<file path="src/cir_map.svh">
// Purpose: constants of the interrupt response unit
// Assumes: one clock cycle stands for one processor T state
// Notes: included by cir_unit.sv; cir_pkg.sv does not include it
`ifndef CIR_MAP_SVH
`define CIR_MAP_SVH

////////////////////////////////////////////////////////////////////////////////
// service addresses
`define CIR_NMI_ADDR 16'h0066
`define CIR_MODE1_ADDR 16'h0038

////////////////////////////////////////////////////////////////////////////////
// opcodes recognised in mode 0
`define CIR_CALL_OPCODE 8'hcd
`define CIR_RST_MASK 8'hc7
`define CIR_RST_MATCH 8'hc7
`define CIR_RST_LSB 3
`define CIR_RST_MSB 5

////////////////////////////////////////////////////////////////////////////////
// reset values
`define CIR_IFF_RESET 1'b0
`define CIR_MODE_RESET 2'h0
`define CIR_PAGE_RESET 8'h00
`define CIR_REFRESH_RESET 8'h00

////////////////////////////////////////////////////////////////////////////////
// timing, in clock cycles
`define CIR_READ_CYCLES 2'h3

`endif

</file>
<file path="src/cir_pkg.sv">
// Purpose: types of the interrupt response unit
// Assumes: state and mode codes are set here, not taken from cir_map.svh
// Notes: state codes are gray along the acknowledge path
package cir_pkg;

    typedef enum logic [2:0] {
        CIR_IDLE = 3'h0,
        CIR_T1 = 3'h1,
        CIR_T2 = 3'h3,
        CIR_W1 = 3'h2,
        CIR_W2 = 3'h6,
        CIR_T3 = 3'h7,
        CIR_RD = 3'h5
    } cir_state_t;

    typedef enum logic [1:0] {
        CIR_MODE0 = 2'h0,
        CIR_MODE1 = 2'h1,
        CIR_MODE2 = 2'h2
    } cir_mode_t;

endpackage : cir_pkg

</file>
<file path="src/cir_unit.sv">
// Purpose: interrupt response unit of an 8-bit processor core
// Assumes: core pulses arrive on clock; pins are asynchronous and are synchronised
// Notes: one clock cycle per T state; data bus sampled through a two-stage sync
`timescale 1ns/1ps
`include "cir_map.svh"

module cir_unit (
    input wire logic clock,
    input wire logic rstn,
    input wire logic nmi_pin,
    input wire logic int_pin,
    input wire logic bus_request_in,
    input wire logic [7:0] data_bus_pin,
    input wire logic instr_boundary,
    input wire logic disable_int_instr,
    input wire logic enable_int_instr,
    input wire logic return_from_nonmask_instr,
    input wire logic set_mode_instr,
    input wire logic [1:0] set_mode_value,
    input wire logic write_vector_page,
    input wire logic write_refresh,
    input wire logic [7:0] write_data,
    input wire logic read_vector_page,
    input wire logic read_refresh,
    input wire logic fetch_refresh,
    input wire logic [15:0] pc_in,
    output logic opcode_fetch_cycle,
    output logic io_request_strobe,
    output logic memory_request_strobe,
    output logic [15:0] addr_out,
    output logic service_valid,
    output logic [15:0] service_addr,
    output logic jam_valid,
    output logic [7:0] jam_opcode,
    output logic int_enable_ff_one,
    output logic int_enable_ff_two,
    output logic [1:0] int_mode_flops,
    output logic [7:0] vector_page,
    output logic [7:0] refresh_count,
    output logic pv_flag,
    output logic pv_valid,
    output logic ack_busy
);

////////////////////////////////////////////////////////////////////////////////
// pin synchronisers; first stages feed only the second stages

    logic nmi_meta_reg, nmi_sync_reg, nmi_last_reg;
    logic int_meta_reg, int_sync_reg;
    logic bus_request_in_meta_reg, bus_request_in_sync_reg;
    logic [7:0] data_meta_reg, data_sync_reg;

    always_ff @(posedge clock or negedge rstn)
    begin
        if (!rstn)
        begin
            nmi_meta_reg <= 1'b0;
            nmi_sync_reg <= 1'b0;
            nmi_last_reg <= 1'b0;
            int_meta_reg <= 1'b0;
            int_sync_reg <= 1'b0;
            bus_request_in_meta_reg <= 1'b0;
            bus_request_in_sync_reg <= 1'b0;
            data_meta_reg <= 8'h00;
            data_sync_reg <= 8'h00;
        end
        else
        begin
            nmi_meta_reg <= nmi_pin;
            nmi_sync_reg <= nmi_meta_reg;
            nmi_last_reg <= nmi_sync_reg;
            int_meta_reg <= int_pin;
            int_sync_reg <= int_meta_reg;
            bus_request_in_meta_reg <= bus_request_in;
            bus_request_in_sync_reg <= bus_request_in_meta_reg;
            data_meta_reg <= data_bus_pin;
            data_sync_reg <= data_meta_reg;
        end
    end

////////////////////////////////////////////////////////////////////////////////
// response state

    cir_pkg::cir_state_t state_reg, state_next;
    logic iff1_reg, iff1_next, iff2_reg, iff2_next;
    logic [1:0] mode_reg, mode_next;
    logic [7:0] page_reg, page_next, refresh_reg, refresh_next;
    logic nmi_pend_reg, nmi_pend_next;
    logic ofc_reg, ofc_next, io_reg, io_next, memory_request_strobe_reg, memory_request_strobe_next;
    logic [15:0] addr_reg, addr_next, svc_addr_reg, svc_addr_next;
    logic svc_reg, svc_next, jam_reg, jam_next;
    logic [7:0] jam_op_reg, jam_op_next, lo_reg, lo_next;
    logic pv_reg, pv_next, pv_valid_reg, pv_valid_next;
    logic hi_sel_reg, hi_sel_next, busy_reg, busy_next;
    logic [1:0] cnt_reg, cnt_next;

    always_comb
    begin
        state_next = state_reg;
        iff1_next = iff1_reg;
        iff2_next = iff2_reg;
        mode_next = mode_reg;
        page_next = page_reg;
        refresh_next = refresh_reg;
        nmi_pend_next = nmi_pend_reg;
        ofc_next = ofc_reg;
        io_next = io_reg;
        memory_request_strobe_next = memory_request_strobe_reg;
        addr_next = addr_reg;
        svc_addr_next = svc_addr_reg;
        svc_next = 1'b0;
        jam_next = 1'b0;
        jam_op_next = jam_op_reg;
        lo_next = lo_reg;
        pv_next = pv_reg;
        pv_valid_next = 1'b0;
        hi_sel_next = hi_sel_reg;
        cnt_next = cnt_reg;

        // core instruction effects; enable wins if both pulse together
        if (disable_int_instr)
        begin
            iff1_next = 1'b0;
            iff2_next = 1'b0;
        end
        if (enable_int_instr)
        begin
            iff1_next = 1'b1;
            iff2_next = 1'b1;
        end
        if (return_from_nonmask_instr)
            iff1_next = iff2_reg;
        // code 3 names no mode and is ignored
        if (set_mode_instr && set_mode_value != 2'h3)
            mode_next = set_mode_value;
        if (write_vector_page)
            page_next = write_data;
        if (read_vector_page || read_refresh)
        begin
            pv_next = iff2_reg;
            pv_valid_next = 1'b1;
        end
        if (write_refresh)
            refresh_next = write_data;
        else if (fetch_refresh && state_reg == cir_pkg::CIR_IDLE)
        begin
            addr_next = {page_reg, refresh_reg};
            refresh_next = refresh_reg + 8'h01;
        end

        unique case (state_reg)
            cir_pkg::CIR_IDLE:
            begin
                if (instr_boundary && !bus_request_in_sync_reg)
                begin
                    if (nmi_pend_reg)
                    begin
                        // non-maskable first, and it keeps the second flip-flop
                        nmi_pend_next = 1'b0;
                        iff1_next = 1'b0;
                        svc_addr_next = `CIR_NMI_ADDR;
                        svc_next = 1'b1;
                    end
                    else if (int_sync_reg && iff1_reg)
                    begin
                        iff1_next = 1'b0;
                        iff2_next = 1'b0;
                        ofc_next = 1'b1;
                        addr_next = pc_in;
                        state_next = cir_pkg::CIR_T1;
                    end
                end
            end
            cir_pkg::CIR_T1:
                state_next = cir_pkg::CIR_T2;
            cir_pkg::CIR_T2:
            begin
                io_next = 1'b1;
                state_next = cir_pkg::CIR_W1;
            end
            cir_pkg::CIR_W1:
                state_next = cir_pkg::CIR_W2;
            cir_pkg::CIR_W2:
            begin
                addr_next = {page_reg, refresh_reg};
                refresh_next = refresh_reg + 8'h01;
                state_next = cir_pkg::CIR_T3;
            end
            cir_pkg::CIR_T3:
            begin
                ofc_next = 1'b0;
                io_next = 1'b0;
                state_next = cir_pkg::CIR_IDLE;
                hi_sel_next = 1'b0;
                cnt_next = 2'h0;
                if (mode_reg == cir_pkg::CIR_MODE1)
                begin
                    svc_addr_next = `CIR_MODE1_ADDR;
                    svc_next = 1'b1;
                end
                else if (mode_reg == cir_pkg::CIR_MODE2)
                begin
                    // bit zero is trusted clear from the peripheral
                    addr_next = {page_reg, data_sync_reg};
                    memory_request_strobe_next = 1'b1;
                    state_next = cir_pkg::CIR_RD;
                end
                else if (data_sync_reg == `CIR_CALL_OPCODE)
                begin
                    addr_next = pc_in;
                    memory_request_strobe_next = 1'b1;
                    state_next = cir_pkg::CIR_RD;
                end
                else if ((data_sync_reg & `CIR_RST_MASK) == `CIR_RST_MATCH)
                begin
                    svc_addr_next = {10'h000,
                        data_sync_reg[`CIR_RST_MSB:`CIR_RST_LSB], 3'h0};
                    svc_next = 1'b1;
                end
                else
                begin
                    // any other jammed instruction goes to the core to run
                    jam_op_next = data_sync_reg;
                    jam_next = 1'b1;
                end
            end
            cir_pkg::CIR_RD:
            begin
                cnt_next = cnt_reg + 2'h1;
                if (cnt_reg == `CIR_READ_CYCLES - 2'h1)
                begin
                    cnt_next = 2'h0;
                    if (!hi_sel_reg)
                    begin
                        lo_next = data_sync_reg;
                        hi_sel_next = 1'b1;
                        addr_next = addr_reg + 16'h0001;
                    end
                    else
                    begin
                        svc_addr_next = {data_sync_reg, lo_reg};
                        svc_next = 1'b1;
                        memory_request_strobe_next = 1'b0;
                        state_next = cir_pkg::CIR_IDLE;
                    end
                end
            end
            default:
                state_next = cir_pkg::CIR_IDLE;
        endcase

        // a fresh edge is never lost to a clear in the same cycle
        if (nmi_sync_reg && !nmi_last_reg)
            nmi_pend_next = 1'b1;
        busy_next = ofc_next | memory_request_strobe_next;
    end

    always_ff @(posedge clock or negedge rstn)
    begin
        if (!rstn)
        begin
            state_reg <= cir_pkg::CIR_IDLE;
            iff1_reg <= `CIR_IFF_RESET;
            iff2_reg <= `CIR_IFF_RESET;
            mode_reg <= `CIR_MODE_RESET;
            page_reg <= `CIR_PAGE_RESET;
            refresh_reg <= `CIR_REFRESH_RESET;
            nmi_pend_reg <= 1'b0;
            ofc_reg <= 1'b0;
            io_reg <= 1'b0;
            memory_request_strobe_reg <= 1'b0;
            addr_reg <= 16'h0000;
            svc_addr_reg <= 16'h0000;
            svc_reg <= 1'b0;
            jam_reg <= 1'b0;
            jam_op_reg <= 8'h00;
            lo_reg <= 8'h00;
            pv_reg <= 1'b0;
            pv_valid_reg <= 1'b0;
            hi_sel_reg <= 1'b0;
            cnt_reg <= 2'h0;
            busy_reg <= 1'b0;
        end
        else
        begin
            state_reg <= state_next;
            iff1_reg <= iff1_next;
            iff2_reg <= iff2_next;
            mode_reg <= mode_next;
            page_reg <= page_next;
            refresh_reg <= refresh_next;
            nmi_pend_reg <= nmi_pend_next;
            ofc_reg <= ofc_next;
            io_reg <= io_next;
            memory_request_strobe_reg <= memory_request_strobe_next;
            addr_reg <= addr_next;
            svc_addr_reg <= svc_addr_next;
            svc_reg <= svc_next;
            jam_reg <= jam_next;
            jam_op_reg <= jam_op_next;
            lo_reg <= lo_next;
            pv_reg <= pv_next;
            pv_valid_reg <= pv_valid_next;
            hi_sel_reg <= hi_sel_next;
            cnt_reg <= cnt_next;
            busy_reg <= busy_next;
        end
    end

    assign opcode_fetch_cycle = ofc_reg;
    assign io_request_strobe = io_reg;
    assign memory_request_strobe = memory_request_strobe_reg;
    assign addr_out = addr_reg;
    assign service_valid = svc_reg;
    assign service_addr = svc_addr_reg;
    assign jam_valid = jam_reg;
    assign jam_opcode = jam_op_reg;
    assign int_enable_ff_one = iff1_reg;
    assign int_enable_ff_two = iff2_reg;
    assign int_mode_flops = mode_reg;
    assign vector_page = page_reg;
    assign refresh_count = refresh_reg;
    assign pv_flag = pv_reg;
    assign pv_valid = pv_valid_reg;
    assign ack_busy = busy_reg;
endmodule : cir_unit

</file>
<file path="config.mk">
export PLATFORM = sky130hd
export DESIGN_NAME = cir_unit
export DESIGN_NICKNAME = d
export VERILOG_FILES = /design/src/cir_pkg.sv /design/src/cir_unit.sv
export VERILOG_INCLUDE_DIRS = /design/src
export SDC_FILE = /design/constraint.sdc
export NUM_CORES = 1
export LEC_CHECK = 0
export BUFFER_PORTS_ARGS = -buffer_cell sky130_fd_sc_hd__buf_2
export CORE_ASPECT_RATIO = 0.6
export CORE_MARGIN = 2
export CORE_UTILIZATION = 25
export DETAILED_ROUTE_END_ITERATION = 6
export PLACE_DENSITY = 0.43
export SYNTH_ARGS = -nofsm -noshare
export SYNTH_HDL_FRONTEND = slang
export SYNTH_SLANG_ARGS = --single-unit
</file>
<file path="constraint.sdc">
create_clock -name clock -period 4.6 [get_ports clock]
set_clock_uncertainty 0.15 [all_clocks]
set_input_delay 0.23 -clock clock [delete_from_list [all_inputs] [get_ports clock]]
set_output_delay 0.23 -clock clock [all_outputs]
set_load 0.02 [all_outputs]
</file>
* Yosys cells after proc, flatten, opt, wreduce, memory -nomap -nowiden *
Index checks and enable logic that the tools add are counted.

storage, ports and cells
  bits in registers = 106
  input port bits = 49
  output and inout bits = 68

operators by class
  equality and inequality tests = 21
  bitwise operators = 6
  reduce and logical (&&, ||, !) cells = 21
  mux-type cells = 78
  add/subtract/negate cells = 3

operator list
  cell                                                   number
  two-way mux 16 bit                                     18
  case mux 16 bit (4 select lines)                       1
  case mux 16 bit (3 select lines)                       1
  two-way mux 1 bit                                      39
  two-way mux 3 bit                                      8
  two-way mux 8 bit                                      3
  case mux 3 bit (7 select lines)                        1
  adder 16 x 1 -> 16 bit, second input constant          1
  inequality test 2 bit, second input constant           5
  AND reduction 5 bit                                    2
  == test 3 bit, second input constant                   3
  inequality test 3 bit, second input constant           3
  adder 8 x 1 -> 8 bit, second input constant            1
  == test 8 bit, second input constant                   1
  case mux 1 bit (2 select lines)                        4
  AND reduction 8 bit                                    1
  nonzero test 2 bit                                     4
  == test 3 x 2 -> 1 bit, second input constant          2
  nonzero test 3 bit                                     2
  == test 5 bit, second input constant                   1
  logical AND 1 bit                                      5
  NOT 1 bit                                              5
  == test 2 bit, second input constant                   2
  inequality test 2 x 1 -> 1 bit, second input constant  2
  12 further kinds                                       14

* Depth between registers and ports, before layout *
Gate-level depths: netlist of run 1.

  depth in word-level cells = 8
  depth in mapped cells = 9
  depth with buffers taken out = 7

* Worst setup path before layout of run 1 *
Ideal clock, no wire load.

  path kind = flip-flop to flip-flop
  from = register mode_reg[1], in the netlist int_mode_flops[1]
  to = register addr_reg[7], in the netlist addr_out[7]
  arrival = 1704 ps
  buffers on the path = 2
  slack = 2603 ps
  setup time = 143 ps
  data required time = 4307 ps
  stages on the path, launching flop included = 10
  period minus slack after synthesis = 1997 ps
  cells stage by stage = dfrtp_1 > inv_1 > ha_1 > buf_2 > inv_1 > nand2_1 > clkbuf_1 > o221a_2 > a21oi_2 > o221ai_1

on the way
  longest elaborated chain between the ends = 4

ends and longest elaborated chain
  what                                  RTL line         text
  start: declaration                    cir_unit.sv:86   logic [1:0] mode_reg, mode_next;
  start signal: assignment              cir_unit.sv:265  mode_reg <= `CIR_MODE_RESET;
  start signal: assignment              cir_unit.sv:289  mode_reg <= mode_next;
  == test 2 bit                         cir_unit.sv:201  else if (mode_reg == cir_pkg::CIR_MODE2)
  two-way mux 16 bit                    cir_unit.sv:201
  two-way mux 16 bit (*)                cir_unit.sv:196  if (mode_reg == cir_pkg::CIR_MODE1)
  case mux 16 bit (4 select lines) (*)  cir_unit.sv:151  unique case (state_reg)
  net addr_next[7]                      cir_unit.sv:90   logic [15:0] addr_reg, addr_next, svc_addr_reg, svc_addr_next;
  end signal: assignment                cir_unit.sv:296  addr_reg <= addr_next;
  end: declaration                      cir_unit.sv:90

Mark *: on every way through the listed nets, which the timed path passes. The rest lies on a longest branch.
A chain may end at the register's enable or synchronous reset.

* Final worst setup path of run 1 *
  from = register state_reg[0]
  to = register addr_reg[9], in the netlist addr_out[9]

on the way
  longest elaborated chain between the ends = 8

ends and longest elaborated chain
  what                                          RTL line                          text
  start: declaration                            cir_unit.sv:84                    cir_pkg::cir_state_t state_reg, state_next;
  start signal: assignment                      cir_unit.sv:262                   state_reg <= cir_pkg::CIR_IDLE;
  start signal: assignment                      cir_unit.sv:286                   state_reg <= state_next;
  logical NOT 3 bit                             cir_unit.sv:145, cir_unit.sv:151
  logical AND 1 bit                             cir_unit.sv:145                   else if (fetch_refresh && state_reg == cir_pkg::CIR_IDLE)
  two-way mux 16 bit                            cir_unit.sv:145
  two-way mux 16 bit                            cir_unit.sv:143                   if (write_refresh)
  two-way mux 16 bit, on equally long branches  cir_unit.sv:208, cir_unit.sv:164
  two-way mux 16 bit, on equally long branches  cir_unit.sv:201, cir_unit.sv:156
  two-way mux 16 bit, on equally long branches  cir_unit.sv:196, cir_unit.sv:154
  case mux 16 bit (4 select lines) (*)          cir_unit.sv:151
  net addr_next[9]                              cir_unit.sv:90

Marked as above.

==> results.json, run 1 <==
{
  "r2r_end": "addr_out[9]",
  "synth_flop_cell": "dfrtp_1",
  "remaining_drc_errors": 0,
  "p_per_area_mw_per_mm2": 571,
  "synth.cell_area_mm2": 0.00554,
  "antenna_left": 0,
  "min_path_type": "in2reg",
  "finalCritPeriodShare": 0.638,
  "cp.required_ns": 4.71,
  "grt_max_degree": 60,
  "slew_headroom": 0.288,
  "numPortBuffers": 116,
  "viasPerCell": 4.93,
  "core_area_mm2": 0.0219,
  "rows": 42,
  "clk_transition_reported_paths_ns": 0.07,
  "ff2ff_path_depth": 6,
  "cts_tree": "built",
  "fin_util": 0.313,
  "r2r-start": "state_reg[0]",
  "wirelength_mm": 18.2,
  "async_flop_share": 1.00,
  "cap_viol_max_count": 0,
  "cp.arrival_ns": 3.05,
  "startpoint_type": "flop",
  "globalplace.congestion": 0.809,
  "synth-seq-cells": 106,
  "p_leak_uw": 0.00299,
  "dieWidth_um": 196,
  "overflow": 0,
  "area_growth_pct": 23.7,
  "h-tree-depth": 3,
  "min-delay-start": "pc_in[1]",
  "slew_violations": 0,
  "ys_seq_area_frac": 0.479,
  "worst_hold_path.num_cells": 3,
  "antenna_found_initial": 1,
  "synth_cell_types": 71,
  "fin_nets": 724,
  "dp_hpwl_mm": 13.1,
  "endpoint_kind": "flop",
  "cts_root_buf": "clkbuf_16",
  "cts.path.max_buffers": 2,
  "period_needed_ns": 2.94,
  "setup_tns_ns": 0,
  "setup_slack_ns": 1.66,
  "num_vias": 4744,
  "synth_nets": 601,
  "drive_gt1_frac": 0.292,
  "drt-wirelength-per-cell_um": 18.9,
  "dr.pass1.iters": 6,
  "drt_iter0_drc": 369,
  "io_pins": 117,
  "ys.warnings.count": 0,
  "tightest_slew_ns": 1.06,
  "clk_latency_ns": 0.36,
  "status": "completed",
  "syn_area_per_cell_um2": 10.1,
  "irDropWorstVdd_v": 0.000245,
  "hold_viol_final": 0,
  "syn_inst": 548,
  "r2r_setup_slack_ns": 1.66,
  "die-area_mm2": 0.0234,
  "nFillCells": 2309,
  "dieHeight_um": 119,
  "cts_buffers": 9,
  "crit_fanout": 25,
  "post-place-ws_ns": 1.72,
  "setup_viol": 0,
  "start_util": 0.253,
  "rsz0062_at_grt": "no",
  "postCtsSetupBuffers": 0,
  "clock_sinks": 106,
  "crit_type": "reg2reg",
  "grt_pass1_wl_mm": 27.9,
  "min_to": "addr_out[1]",
  "clock.fmax_ghz": 0.341,
  "grtUsageTotal": 0.159,
  "synth_edf_count": 0,
  "grt_pass1_vias": 4626
}
per-stage QoR:
stage / hold WS [ns] / cell area, µm² / std cells / total power, µW
floorplan: -0.216 / 5540 / 548 / 2650
global placement: 0.183 / 6320 / 921 / 3140
detailed placement: 0.185 / 6320 / 921 / 3150
CTS: 0.00395 / 6840 / 961 / 3940
global route: 0.00652 / 6840 / 961 / 4190
finish: 0.0161 / 6850 / 962 / 3910
where the power goes:
group          switching (µW)  total [µW]  internal (µW)
logic                     960        1590            632
clock network             373         744            371
registers                 386        1570           1190
cells in the mapped netlist, types with 5 or more instances:
cell type	instances	share of area
buf_6	5	0.010
o211ai_1	7	0.0095
a21oi_1	40	0.036
o221a_2	9	0.018
dfrtp_1	106	0.48
a21o_1	12	0.016
mux2_2	28	0.057
nand2b_1	9	0.010
nand2_1	72	0.049
a22o_1	8	0.013
nor2_1	37	0.025
clkbuf_1	12	0.0081
inv_1	9	0.0061
nand3_1	26	0.024
buf_2	13	0.012
xnor2_1	13	0.021
and3_1	5	0.0057
o21ai_0	28	0.025
o221ai_1	9	0.014
repair_timing:
item / 4_1_cts / 5_1_grt
hold buffers: 25 / 0
hold endpoints to repair: 80 / 0
gates resized for setup: 0 / 0
endpoints found under the setup margin: 0 / 0
cell usage in the layout (no fill, tap or decap), drive strengths merged, types with 8 or more instances in the layout:
| cell type | n |
|---|---|
| nand3 | 28 |
| o221ai | 9 |
| buf | 120 |
| nand2 | 73 |
| a21o | 12 |
| a22o | 8 |
| o21ai | 32 |
| clkbuf | 9 |
| dfrtp | 106 |
| nor2 | 40 |
| xnor2 | 13 |
| nand2b | 9 |
| a21oi | 42 |
| dlygate4sd3 | 25 |
| mux2 | 28 |
| o221a | 11 |
| o211ai | 8 |
| inv | 12 |
worst max-delay path by stage:
| stage | to | slack [ns] | start | depth (start not counted) |
|---|---|---|---|---|
| after floorplan | addr_out[7] | 2.60 | int_mode_flops[1] | 9 |
| after global placement | addr_out[11] | 1.79 | state_reg[0] | 6 |
| after detailed placement | addr_out[9] | 1.72 | state_reg[0] | 6 |
| after CTS | addr_out[9] | 1.71 | state_reg[0] | 6 |
| after global routing | addr_out[9] | 1.47 | state_reg[0] | 6 |
| final | addr_out[9] | 1.66 | state_reg[0] | 6 |
final cells by class:
class                      instances  area (µm²)  share of cell area
inverter                          10        37.5             0.00548
timing repair buffer             145         863               0.126
clock inverter                     6        51.3             0.00749
multi-input combinational        399        2660               0.388
tap                              286         358              0.0523
antenna                            1        2.50            0.000365
clock buffer                       9         225              0.0329
sequential                       106        2650               0.387
kinds of logic (layout without fill, tap and decap cells):
logic type,Yosys count,after routing,synth area share
and+or+nand+nor,191,191,0.182
muxes,32,32,0.0642
buffers and inverters,43,170,0.0409
adders and majority gates,4,4,0.00904
other,0,1,0
xor gates and xnor gates,15,15,0.0237
AOI/OAI and AO/OA,157,157,0.201
DFF,106,106,0.479
worst max-delay path, cell delays in order, from the launching register on:
cell and delay [ns]:
dfrtp_1 0.95, or3_4 0.30, nor4_4 0.04, buf_4 0.21
nor2_1 0.83, a21oi_1 0.14, o221ai_1 0.23
per-layer routing:
| metal | global-route usage | up-vias | wire length (µm) |
|---|---|---|---|
| li1 | - | 2245 | - |
| met1 | 0.243 | 2330 | 9170 |
| met2 | 0.214 | 161 | 7300 |
| met3 | 0.0513 | 8 | 1560 |
| met4 | 0.0336 | 0 | 131 |
| met5 | 0 | - | 0 |
Power figures use the tool's default switching activity.
==> run 2: changes to the inputs <==
ABC_AREA = 1   (was not set)
clock period = 2.87 ns   (was 4.6 ns; I/O delays follow)
==> run 2 against run 1 <==
Net effect: worst hold slack better by 0.012 ns; critical path type unchanged; count of clock-buffer cells in the layout unchanged; wire length up 11%; final area up 1.9%; via count up 9.7%; clock power up 72%; highest routed layer unchanged.
==> results.json, run 2 <==
{
  "hold_viol_final": 0,
  "clock_sinks": 106,
  "irDropWorstVdd_v": 0.000496,
  "remaining_drc_errors": 0,
  "holdBufCountCts": 37,
  "async_flop_share": 1.00,
  "synthAdderAreaFrac": 0.00943,
  "syn_inst": 678,
  "die-area_mm2": 0.0224,
  "clock.fmax_ghz": 0.418,
  "synth_most_common_cell": "nand2_1",
  "syn_area_per_cell_um2": 7.83,
  "fin_nets": 899,
  "h-tree-depth": 3,
  "dp_hpwl_mm": 15.4,
  "period_needed_ns": 2.39,
  "numPortBuffers": 116,
  "endpoint_kind": "flop",
  "synth_edf_count": 0,
  "synth_top_family_by_area": "simple AND/OR/NAND/NOR gates",
  "crit_fanout": 7,
  "synth_flop_cell": "dfrtp_1",
  "synth-seq-cells": 106,
  "status": "completed",
  "setup_tns_ns": 0,
  "overflow": 0,
  "antenna_found_initial": 0,
  "cts.path.max_buffers": 2,
  "diodes": 0,
  "globalplace.congestion": 0.863,
  "postCtsSetupBuffers": 0,
  "dp.cells": 1077,
  "synthTopCellsByArea": "dfrtp_1 50%, nand2_1 12%, o21ai_0 7.3%, inv_1 5.9%, nor2_1 3.9%",
  "wirelength_mm": 20.2,
  "viasPerCell": 4.60,
  "ys_seq_area_frac": 0.500,
  "drt-wirelength-per-cell_um": 17.8,
  "dr.pass1.iters": 4,
  "ys_top_cells_by_count": "173 x nand2_1, 106 x dfrtp_1, 83 x inv_1",
  "drive_gt1_frac": 0.194,
  "cts_tree": "built",
  "synth.largest_area_cell": "dfrtp_1",
  "num_vias": 5202,
  "final_cells": 1130,
  "muxShareOfSynthArea": 0,
  "setup_viol": 0,
  "crit_type": "reg2reg",
  "min_path_type": "in2reg",
  "synth_cell_types": 36,
  "grt_pass1_wl_mm": 30.8,
  "clk_latency_ns": 0.37,
  "rows": 41,
  "drt_iter0_drc": 402,
  "core_area_mm2": 0.0209,
  "area_growth_pct": 31.5,
  "cp.required_ns": 2.96,
  "p_leak_uw": 0.00348,
  "post_cts_resized": 0,
  "synth-xor-area-share": 0.00825,
  "rsz0062_at_grt": "no",
  "slew_violations": 0,
  "cts_buffers": 9,
  "synthSimpleGateAreaFrac": 0.235,
  "p_per_area_mw_per_mm2": 882,
  "antenna_left": 0,
  "start_util": 0.254,
  "grtUsageTotal": 0.187,
  "startpoint_type": "flop",
  "clk_transition_reported_paths_ns": 0.08,
  "synth_nets": 731,
  "dieWidth_um": 192,
  "slew_headroom": 0.544,
  "synth.cell_area_mm2": 0.00531,
  "grt_max_degree": 46,
  "io_pins": 117,
  "dieHeight_um": 117,
  "final_cell_mix": "173 x nand2_1, 115 x buf_2, 106 x dfrtp_1",
  "grt_pass1_vias": 4976,
  "cap_viol_max_count": 0,
  "synth_top_area_share": 0.500,
  "synth_compound_area_frac": 0.171,
  "finalCritPeriodShare": 0.833,
  "layout.cells.most_common": "nand2_1",
  "cts_root_buf": "clkbuf_16",
  "tightest_slew_ns": 0.684,
  "cp.arrival_ns": 2.49,
  "ys.warnings.count": 0
}
-- run 2: changes by cell type in the layout (fill, tap and decap cells not counted), moves of 10 or more --
cell / before / now
a21o_1: 12 / 0
buf_4: 5 / 18
dlygate4sd3_1: 25 / 37
inv_1: 9 / 83
mux2_2: 28 / 0
nand2_1: 72 / 173
nand3_1: 26 / 41
nor2_1: 37 / 55
o21ai_0: 28 / 77
o22ai_1: 2 / 12
xnor2_1: 13 / 1
-- run 2: logic make-up (layout without fill, tap and decap cells) --
group	Yosys count	after routing
xor+xnor	5	5
compound gates	165	165
simple gates	296	296
buf+inv	102	275
flops	106	106
fa+ha+maj	4	4
-- run 2: final cells by class --
type / count / area (µm²)
clock inverters: 7 / 72.6
repair buffers: 171 / 1100
flip-flops and latches: 106 / 2650
inverters: 88 / 330
fillers: 2267 / 14000
clock buffers: 9 / 225
well taps: 279 / 349
multi-input cells: 470 / 2240
-- run 2: layer usage --
metal  global-route usage  wire length, µm
met5                    0                0
met4               0.0468              286
met3               0.0450             1400
met2                0.235             7280
met1                0.308            11200
-- run 2: worst max-delay path: stages (launching register included) --
cell and delay [ns]:
dfrtp_1 0.43, inv_1 0.06, ha_1 0.21, inv_1 0.18, nand3_1 0.20, nor2_1 0.51
nand2_1 0.14, nand3_1 0.11, nand3_1 0.11, nor2_1 0.10, nand2_1 0.07
-- run 2: report_power, final --
part | total [µW] | switching [µW] | internal, µW
Combinational | 2550 | 1720 | 833
Sequential | 2320 | 433 | 1890
Clock | 1280 | 666 | 615
-- run 2: metrics by stage --
| step | hold WS (ns) | setup slack [ns] | instance area (µm²) | util | power, µW |
|---|---|---|---|---|---|
| 6_report | 0.0280 | 0.478 | 6980 | 0.333 | 6160 |
| 5_1_grt | 0.0356 | 0.318 | 6980 | 0.333 | 6620 |
| 4_1_cts | 0.00817 | 0.550 | 6980 | 0.333 | 6200 |
| 3_5_place_dp | 0.0807 | 0.582 | 6310 | 0.301 | 4830 |
| 3_3_place_gp | 0.0791 | 0.545 | 6310 | 0.301 | 4850 |
| 2_1_floorplan | -0.302 | 0.941 | 5310 | - | 3880 |
-- run 2: final timing paths --
path                              startpoint                end  cells after the start  slack (ns)
setup / recovery           int_mode_flops[1]       addr_out[13]                     10        0.48
hold / removal             disable_int_instr  int_enable_ff_two                      4        0.03
setup reg to reg           int_mode_flops[1]       addr_out[13]                     10        0.48
hold reg to reg             data_meta_reg[3]   data_sync_reg[3]                      0        0.20
max in group asynchronous               rstn      service_valid                      3        1.67
min in group asynchronous               rstn       nmi_meta_reg                      2        0.20
